==> config.mk <==
export PLATFORM = sky130hd
export DESIGN_NAME = sucgp_top
export DESIGN_NICKNAME = d
export VERILOG_FILES = /design/src/sucgp_pkg.sv /design/src/sucgp_top.sv
export SDC_FILE = /design/constraint.sdc
export NUM_CORES = 1
export LEC_CHECK = 0
export BUFFER_PORTS_ARGS = -buffer_cell sky130_fd_sc_hd__buf_4
export CAP_MARGIN = 20
export CORE_ASPECT_RATIO = 1.25
export CORE_MARGIN = 1
export CORE_UTILIZATION = 30
export CTS_CLUSTER_DIAMETER = 30
export DETAILED_ROUTE_END_ITERATION = 7
export PLACE_DENSITY = 0.55
export SYNTH_ARGS = -nofsm -noshare
export SYNTH_HDL_FRONTEND = slang
export SYNTH_SLANG_ARGS = --single-unit
export TNS_END_PERCENT = 5
==> constraint.sdc <==
create_clock -name clk -period 5.62 [get_ports clk]
set_clock_uncertainty 0.05 [all_clocks]
set_input_delay 0 -clock clk [delete_from_list [all_inputs] [get_ports clk]]
set_output_delay 0 -clock clk [all_outputs]
set_load 0.01 [all_outputs]
==> src/sucgp_pkg.sv <==
// Constants for the serial unit clock gate and shared prescaler
package sucgp_pkg;
  // Register indices (byte address is four times the index)
  localparam logic [21:0] GATE_IDX = 22'h0f_00f0;
  localparam logic [21:0] PRESCALE_IDX = 22'h0f_0126;
  localparam logic [21:0] PRESCALE_LOW_IDX = 22'h0f_0130;
  localparam logic [21:0] GATE_BIT_IDX = 22'h0f_0131;
  localparam logic [23:0] GATE_ADDR = {GATE_IDX, 2'b00};
  localparam logic [23:0] PRESCALE_ADDR = {PRESCALE_IDX, 2'b00};
  localparam logic [23:0] PRESCALE_LOW_ADDR = {PRESCALE_LOW_IDX, 2'b00};
  localparam logic [23:0] GATE_BIT_ADDR = {GATE_BIT_IDX, 2'b00};
  // Field layout
  localparam int GATE_ENABLE_POS = 2;
  localparam logic [7:0] GATE_WRITE_MASK = 8'hf4;
  localparam logic [7:0] GATE_RESET = 8'h00;
  localparam logic [7:0] PRESCALE_RESET = 8'h00;
  localparam int CODE_W = 4;
  localparam int FIRST_CODE_LSB = 0;
  localparam int SECOND_CODE_LSB = 4;
  localparam int BIT_SEL_LSB = 0;
  localparam int BIT_VALUE_POS = 8;
  localparam int DIV_W = 15;
  // AXI responses
  localparam logic [1:0] RESP_OKAY = 2'b00;
  localparam logic [1:0] RESP_SLVERR = 2'b10;
endpackage

==> src/sucgp_top.sv <==
// Serial unit clock gate and shared prescaler with AXI4-Lite registers

`timescale 1ns/1ps

module sucgp_top #(
  parameter int ADDR_W = 24,
  parameter int NUM_CH = 2
) (
  // Clock and reset
  input wire logic clk,
  input wire logic rst,
  // AXI4-Lite write address
  input wire logic [ADDR_W-1:0] s_axi_awaddr,
  input wire logic s_axi_awvalid,
  output logic s_axi_awready,
  // AXI4-Lite write data
  input wire logic [31:0] s_axi_wdata,
  input wire logic [3:0] s_axi_wstrb,
  input wire logic s_axi_wvalid,
  output logic s_axi_wready,
  // AXI4-Lite write response
  output logic [1:0] s_axi_bresp,
  output logic s_axi_bvalid,
  input wire logic s_axi_bready,
  // AXI4-Lite read address
  input wire logic [ADDR_W-1:0] s_axi_araddr,
  input wire logic s_axi_arvalid,
  output logic s_axi_arready,
  // AXI4-Lite read data
  output logic [31:0] s_axi_rdata,
  output logic [1:0] s_axi_rresp,
  output logic s_axi_rvalid,
  input wire logic s_axi_rready,
  // Channel side
  input wire logic [NUM_CH-1:0] channel_clock_choice,
  input wire logic [NUM_CH-1:0] channel_enabled_status,
  output logic [NUM_CH-1:0] channel_tick,
  // Unit clock control
  output logic serial_unit_clock_enable,
  output logic serial_unit_reset,
  output logic first_operation_clock,
  output logic second_operation_clock
);

  // ----------------------------------------------------------------
  // Elaboration checks
  // ----------------------------------------------------------------
  if (ADDR_W < 24)
  begin : g_bad_addr
    $error("ADDR_W must be at least 24 to reach the register block");
  end
  if (NUM_CH < 1)
  begin : g_bad_ch
    $error("NUM_CH must be at least 1");
  end

  // ----------------------------------------------------------------
  // State
  // ----------------------------------------------------------------
  logic [7:0] gate_q;
  logic [7:0] gate_d;
  logic [7:0] prescale_q;
  logic [7:0] prescale_d;
  logic [sucgp_pkg::DIV_W-1:0] div_cnt_q;
  logic first_tick_q;
  logic second_tick_q;
  logic [NUM_CH-1:0] ch_tick_q;
  logic awready_q;
  logic wready_q;
  logic bvalid_q;
  logic [1:0] bresp_q;
  logic arready_q;
  logic rvalid_q;
  logic [1:0] rresp_q;
  logic [31:0] rdata_q;
  logic [ADDR_W-1:0] waddr_q;
  logic [31:0] wdata_q;
  logic [3:0] wstrb_q;

  // ----------------------------------------------------------------
  // Write decode
  // ----------------------------------------------------------------
  wire unit_on = gate_q[sucgp_pkg::GATE_ENABLE_POS];
  wire wr_go = ~awready_q & ~wready_q & ~bvalid_q;
  wire wr_gate = waddr_q == ADDR_W'(sucgp_pkg::GATE_ADDR);
  wire wr_prescale = waddr_q == ADDR_W'(sucgp_pkg::PRESCALE_ADDR);
  wire wr_low = waddr_q == ADDR_W'(sucgp_pkg::PRESCALE_LOW_ADDR);
  wire wr_bit = waddr_q == ADDR_W'(sucgp_pkg::GATE_BIT_ADDR);
  wire wr_hit = wr_gate | wr_prescale | wr_low | wr_bit;
  wire [2:0] bit_sel = wdata_q[sucgp_pkg::BIT_SEL_LSB +: 3];
  wire bit_val = wdata_q[sucgp_pkg::BIT_VALUE_POS];
  wire [7:0] bit_onehot = 8'h01 << bit_sel;
  wire [7:0] gate_bit_val = bit_val ? (gate_q | bit_onehot) : (gate_q & ~bit_onehot);
  function automatic logic [7:0] s_wmask(input logic en, input logic [7:0] nv,
                                         input logic [7:0] ov);
    s_wmask = en ? nv : ov;
  endfunction

  // Bits 3, 1 and 0 are kept at zero whatever software writes
  wire [7:0] gate_byte_val = s_wmask(wstrb_q[0], wdata_q[7:0], gate_q);

  always_comb
  begin
    gate_d = gate_q;
    if (wr_go && wr_gate)
      gate_d = gate_byte_val & sucgp_pkg::GATE_WRITE_MASK;
    else if (wr_go && wr_bit)
      gate_d = gate_bit_val & sucgp_pkg::GATE_WRITE_MASK;
  end

  // High byte of the prescale register is not stored and reads zero
  always_comb
  begin
    prescale_d = prescale_q;
    if (!unit_on)
      prescale_d = sucgp_pkg::PRESCALE_RESET;
    else if (wr_go && (wr_prescale || wr_low) && wstrb_q[0])
      prescale_d = wdata_q[7:0];
  end

  // ----------------------------------------------------------------
  // Register file and AXI write channel
  // ----------------------------------------------------------------
  always_ff @(posedge clk)
  begin
    if (rst)
    begin
      gate_q <= sucgp_pkg::GATE_RESET;
      prescale_q <= sucgp_pkg::PRESCALE_RESET;
      awready_q <= 1'b1;
      wready_q <= 1'b1;
      bvalid_q <= 1'b0;
      bresp_q <= sucgp_pkg::RESP_OKAY;
      waddr_q <= '0;
      wdata_q <= '0;
      wstrb_q <= '0;
    end
    else
    begin
      gate_q <= gate_d;
      prescale_q <= prescale_d;
      if (awready_q && s_axi_awvalid)
      begin
        awready_q <= 1'b0;
        waddr_q <= s_axi_awaddr;
      end
      if (wready_q && s_axi_wvalid)
      begin
        wready_q <= 1'b0;
        wdata_q <= s_axi_wdata;
        wstrb_q <= s_axi_wstrb;
      end
      if (wr_go)
      begin
        awready_q <= 1'b1;
        wready_q <= 1'b1;
        bvalid_q <= 1'b1;
        bresp_q <= wr_hit ? sucgp_pkg::RESP_OKAY : sucgp_pkg::RESP_SLVERR;
      end
      else if (bvalid_q && s_axi_bready)
        bvalid_q <= 1'b0;
    end
  end

  // ----------------------------------------------------------------
  // AXI read channel
  // ----------------------------------------------------------------
  wire rd_gate = s_axi_araddr == ADDR_W'(sucgp_pkg::GATE_ADDR);
  wire rd_prescale = s_axi_araddr == ADDR_W'(sucgp_pkg::PRESCALE_ADDR);
  wire rd_low = s_axi_araddr == ADDR_W'(sucgp_pkg::PRESCALE_LOW_ADDR);
  wire rd_bit = s_axi_araddr == ADDR_W'(sucgp_pkg::GATE_BIT_ADDR);
  wire rd_hit = rd_gate | rd_prescale | rd_low | rd_bit;
  wire [31:0] rd_val = (rd_gate || rd_bit) ? {24'h00_0000, gate_q}
                     : (rd_prescale || rd_low) ? {24'h00_0000, prescale_q}
                     : 32'h0000_0000;

  always_ff @(posedge clk)
  begin
    if (rst)
    begin
      arready_q <= 1'b1;
      rvalid_q <= 1'b0;
      rresp_q <= sucgp_pkg::RESP_OKAY;
      rdata_q <= 32'h0000_0000;
    end
    else if (arready_q && s_axi_arvalid)
    begin
      arready_q <= 1'b0;
      rvalid_q <= 1'b1;
      rdata_q <= rd_val;
      rresp_q <= rd_hit ? sucgp_pkg::RESP_OKAY : sucgp_pkg::RESP_SLVERR;
    end
    else if (rvalid_q && s_axi_rready)
    begin
      arready_q <= 1'b1;
      rvalid_q <= 1'b0;
    end
  end

  // ----------------------------------------------------------------
  // Shared prescaler
  // ----------------------------------------------------------------
  // One counter serves both clocks, so their ticks stay phase aligned
  wire [3:0] first_code = prescale_q[sucgp_pkg::FIRST_CODE_LSB +: sucgp_pkg::CODE_W];
  wire [3:0] second_code = prescale_q[sucgp_pkg::SECOND_CODE_LSB +: sucgp_pkg::CODE_W];
  wire [15:0] first_full = (16'h0001 << first_code) - 16'h0001;
  wire [15:0] second_full = (16'h0001 << second_code) - 16'h0001;
  wire [sucgp_pkg::DIV_W-1:0] first_mask = first_full[sucgp_pkg::DIV_W-1:0];
  wire [sucgp_pkg::DIV_W-1:0] second_mask = second_full[sucgp_pkg::DIV_W-1:0];
  wire first_hit = unit_on && ((div_cnt_q & first_mask) == first_mask);
  wire second_hit = unit_on && ((div_cnt_q & second_mask) == second_mask);

  // Gate low stops the counter and holds it at zero, as the unit reset
  // Port and filter control lives outside this block and is never cleared here
  always_ff @(posedge clk)
  begin
    if (rst || !unit_on)
    begin
      div_cnt_q <= '0;
      first_tick_q <= 1'b0;
      second_tick_q <= 1'b0;
    end
    else
    begin
      div_cnt_q <= div_cnt_q + 15'h0001;
      first_tick_q <= first_hit;
      second_tick_q <= second_hit;
    end
  end

  genvar gi;
  for (gi = 0; gi < NUM_CH; gi++)
  begin : g_ch
    always_ff @(posedge clk)
    begin
      if (rst)
        ch_tick_q[gi] <= 1'b0;
      else
        ch_tick_q[gi] <= channel_clock_choice[gi] ? second_hit : first_hit;
    end
  end

  // ----------------------------------------------------------------
  // Outputs
  // ----------------------------------------------------------------
  logic unit_rst_q;
  always_ff @(posedge clk)
  begin
    if (rst)
      unit_rst_q <= 1'b1;
    else
      unit_rst_q <= ~gate_d[sucgp_pkg::GATE_ENABLE_POS];
  end

  assign s_axi_awready = awready_q;
  assign s_axi_wready = wready_q;
  assign s_axi_bvalid = bvalid_q;
  assign s_axi_bresp = bresp_q;
  assign s_axi_arready = arready_q;
  assign s_axi_rvalid = rvalid_q;
  assign s_axi_rresp = rresp_q;
  assign s_axi_rdata = rdata_q;
  assign channel_tick = ch_tick_q;
  assign serial_unit_clock_enable = unit_on;
  assign serial_unit_reset = unit_rst_q;
  assign first_operation_clock = first_tick_q;
  assign second_operation_clock = second_tick_q;
endmodule // sucgp_top

==> metrics.txt <==
# TYPE chip_impl_metric gauge
chip_impl_metric{name="timing.critical_path.required",unit="ns"} 5.81
chip_impl_metric{name="area_growth_syn_to_layout",unit="%"} 31.7
chip_impl_metric{name="finalHoldViolations",unit=""} 0
chip_impl_metric{name="timing_max_transition_violations_final",unit=""} 0
chip_impl_metric{name="route.detailed.wl_per_inst",unit="µm"} 13.8
chip_impl_metric{name="starting_density_of_the_core",unit=""} 0.308
chip_impl_metric{name="syn_inst",unit=""} 529
chip_impl_metric{name="setup-violations-final",unit=""} 0
chip_impl_metric{name="top_level_ports",unit=""} 142
chip_impl_metric{name="synth-seq-cells",unit=""} 82
chip_impl_metric{name="x_dimension_of_the_die",unit="µm"} 108
chip_impl_metric{name="vias",unit=""} 3985
chip_impl_metric{name="yosysSeqAreaShare",unit=""} 0.386
chip_impl_metric{name="synth_xor_xnor_area_share",unit=""} 0.0330
chip_impl_metric{name="detail_route.vias_per_cell",unit=""} 4.89
chip_impl_metric{name="die_h",unit="µm"} 135
chip_impl_metric{name="synthesis.area_per_instance",unit="µm²"} 8.03
chip_impl_info{name="synth.most_common_cell",value="nand2_1"} 1
chip_impl_metric{name="layout.filler_cells",unit=""} 1412
chip_impl_info{name="synth_largest_area_cell",value="dfxtp_1"} 1
chip_impl_metric{name="coreArea",unit="µm²"} 13800
chip_impl_metric{name="grt_pass1_wl",unit="mm"} 17.9
chip_impl_metric{name="stdcell_count",unit=""} 815
chip_impl_metric{name="firstDrtPassIters",unit=""} 4
chip_impl_metric{name="post-cts-setup-buffer-count",unit=""} 0
chip_impl_metric{name="antenna_found_initial",unit=""} 0
chip_impl_metric{name="final_period_minus_worst_setup_slack",unit="ns"} 3.00
chip_impl_metric{name="post_detail_place_hpwl",unit="mm"} 8.01
chip_impl_metric{name="fmax",unit="MHz"} 334
chip_impl_metric{name="maxSlewHeadroom",unit=""} 0.411
chip_impl_info{name="run_status",value="completed"} 1
chip_impl_metric{name="synth_simple_gate_area_frac",unit=""} 0.303
chip_impl_metric{name="place_inst",unit=""} 759
chip_impl_metric{name="postRouteWirelength",unit="mm"} 11.3
chip_impl_metric{name="routability_cong",unit=""} 0.847
chip_impl_metric{name="placement_rows",unit=""} 48
chip_impl_metric{name="synth_compound_gate_area_share",unit=""} 0.161
chip_impl_metric{name="number_of_synthesized_flops_with_an_enable_pin",unit=""} 0
chip_impl_metric{name="groute.usage.overall",unit=""} 0.158
chip_impl_metric{name="drv_cap",unit=""} 0
chip_impl_metric{name="final_layout_size_suffix_gt1_frac",unit=""} 0.177
chip_impl_metric{name="ff2ff_setup_slack",unit="ns"} 2.62
chip_impl_metric{name="postCtsHoldBufs",unit=""} 40
chip_impl_metric{name="grt_max_degree",unit=""} 60
chip_impl_metric{name="nNetsFinal",unit=""} 733
chip_impl_metric{name="clock_sink_count",unit=""} 82
chip_impl_metric{name="fp.dieArea",unit="µm²"} 14700
chip_impl_metric{name="synth.yosys.warnings",unit=""} 0
chip_impl_metric{name="worst_skew_pair.late_latency",unit="ns"} 0.34
chip_impl_metric{name="power_per_cell_area",unit="nW/µm²"} 242
chip_impl_info{name="synth_flop_cell",value="dfxtp_1"} 1
chip_impl_info{name="synth_top_family_by_area",value="simple AND/OR/NAND/NOR gates"} 1
chip_impl_info{name="cts_tree",value="built"} 1
chip_impl_metric{name="first_global_vias",unit=""} 3674
chip_impl_metric{name="max-vdd-ir-drop",unit="mV"} 0.126
chip_impl_metric{name="critical_path_arrival",unit="ns"} 3.19
chip_impl_metric{name="remaining_drc_errors",unit=""} 0
chip_impl_info{name="rsz0062_at_grt",value="false"} 1
chip_impl_metric{name="final.period_utilization",unit=""} 0.533
chip_impl_metric{name="buffer_ports.inserted",unit=""} 87
chip_impl_metric{name="ant_nets",unit=""} 0
chip_impl_info{name="synth.area.top_cells",value="dfxtp_1 (39%), nand2_1 (8.2%), a21oi_1 (6.5%), buf_4 (4.6%), nor2_1 (3.5%)"} 1
chip_impl_metric{name="mappedNetlistArea",unit="µm²"} 4250
chip_impl_metric{name="dr.first_iter.drc_count",unit=""} 151
chip_impl_info{name="synth_commonest_cells",value="nand2_1 (93), dfxtp_1 (82), a21oi_1 (55)"} 1
chip_impl_info{name="critPathLaunchType",value="flop"} 1
chip_impl_metric{name="cts_max_path_buffers",unit=""} 2
chip_impl_metric{name="postCtsResizedCells",unit=""} 0
chip_impl_info{name="timing.critical_path.to_type",value="flop"} 1
chip_impl_metric{name="synth_fa_ha_area_frac",unit=""} 0.00883
chip_impl_info{name="holdCritPathClass",value="in -> reg"} 1
chip_impl_metric{name="n_antenna_cell",unit=""} 0
chip_impl_metric{name="post_synth_mux_area_share",unit=""} 0.0212
chip_impl_metric{name="ys_async_sr_fraction",unit=""} 0
chip_impl_info{name="clk_root_buffer_cell",value="clkbuf_16"} 1
chip_impl_metric{name="multiInputGateArea",unit="µm²"} 2340
chip_impl_metric{name="grt_overflow_total",unit=""} 0
chip_impl_metric{name="cts_htree_levels",unit=""} 3
chip_impl_metric{name="setup_total_negative_slack",unit="ns"} 0
chip_impl_metric{name="path_clk_slew",unit="ns"} 0.06
chip_impl_metric{name="yosysUniqueCellTypes",unit=""} 63
chip_impl_metric{name="cts_made_buffers",unit=""} 9
chip_impl_metric{name="netlist.area_leader.share",unit=""} 0.386
chip_impl_metric{name="power.static_leakage",unit="nW"} 2.17
chip_impl_metric{name="cp_max_fo",unit=""} 15
chip_impl_info{name="timing_worst_setup_path_type",value="reg -> reg"} 1
chip_impl_metric{name="tightestPinTransition",unit="ns"} 0.883
chip_impl_metric{name="area.sequential",unit="µm²"} 1640
critical path: stages (launching register included):
cell	delay (ns)
dfxtp_1	0.68
nor2_1	0.19
nand3b_1	0.13
ha_1	0.47
nor2_1	0.10
and4b_1	0.21
a2111oi_0	0.46
nand4_1	0.26
o32ai_1	0.33
metrics by stage:
stage	cell area, µm²	setup slack (ns)	util	hold WS [ns]	total power, mW
6_report	5600	2.62	0.405	0.0850	1.35
3_5_place_dp	4900	2.71	0.355	0.150	0.754
5_1_grt	5600	2.39	0.405	0.0848	1.42
2_1_floorplan	4340	3.23	-	0.0463	0.707
3_3_place_gp	4900	2.76	0.355	0.146	0.752
4_1_cts	5600	2.68	0.405	0.0769	1.37
cells in the final DEF (no fill, tap or decap), types with 3 or more instances in the layout:
cell / instances
inv_1: 13
o211ai_1: 4
xnor2_1: 5
mux2i_1: 9
nor3b_1: 4
a221oi_1: 5
conb_1: 26
ha_1: 3
dfxtp_1: 82
xor2_1: 11
nor4b_1: 4
nand3_1: 17
clkbuf_16: 9
nand3b_1: 4
and2_1: 9
o32ai_1: 3
nand2b_1: 12
or3_1: 4
a22oi_1: 6
a2111oi_0: 3
nor4_1: 7
buf_4: 87
a21o_1: 3
nor3_1: 11
and3_1: 3
nand4_1: 5
a31oi_1: 4
nand2_1: 93
nor2_1: 40
a21oi_1: 55
dlygate4sd3_1: 40
nand4b_1: 3
o21ai_0: 10
per-layer routing:
layer,global-route usage,wire [µm],vias to the layer above
met5,0,0,-
met4,0.0781,400,0
met3,0.0439,532,21
met2,0.277,5790,92
met1,0.174,4530,1844
li1,-,-,2028
kinds of logic (layout without fill, tap and decap cells):
family,Yosys count,after routing
fa+ha+maj,3,3
compound gates,110,110
xor+xnor,16,16
other cells,1,26
flops,82,82
buf+inv,70,156
simple gates,238,238
mux,9,9
where the power goes:
part / total [mW] / switching (mW) / internal, mW
combinational: 0.144 / 0.0673 / 0.0766
sequential: 0.619 / 0.0172 / 0.602
clock: 0.589 / 0.233 / 0.356
worst paths after layout:
path	startpoint	endpoint	depth (start not counted)
hold reg to reg	waddr_q[11]$_SDFFE_PP0P_	waddr_q[11]$_SDFFE_PP0P_	2
setup / recovery	prescale_q[6]$_SDFFE_PP0P_	channel_tick[0]$_SDFF_PP0_	8
setup reg to reg	prescale_q[6]$_SDFFE_PP0P_	channel_tick[0]$_SDFF_PP0_	8
hold / removal	s_axi_araddr[16]	s_axi_rdata[1]$_SDFFE_PP0P_	5
sequential cells by signal, indices dropped and copies added, names as in the netlist:
name	count
s_axi_arready	1
s_axi_rdata	8
s_axi_wready	1
wstrb_q	1
first_operation_clock	1
channel_tick	2
second_operation_clock	1
prescale_q	8
waddr_q	24
s_axi_bvalid	1
wdata_q	9
s_axi_bresp	1
s_axi_rresp	1
div_cnt_q	15
s_axi_awready	1
s_axi_rvalid	1
serial_unit_reset	1
gate_q	5
final cells by class:
type | instances | area share
well taps | 175 | 0.0391
clock inverters | 4 | 0.00916
inverters | 13 | 0.00872
repair buffers | 127 | 0.188
flip-flops and latches | 82 | 0.293
multi-input cells | 402 | 0.418
clock buffers | 12 | 0.0440
Power figures use the tool's default switching activity.
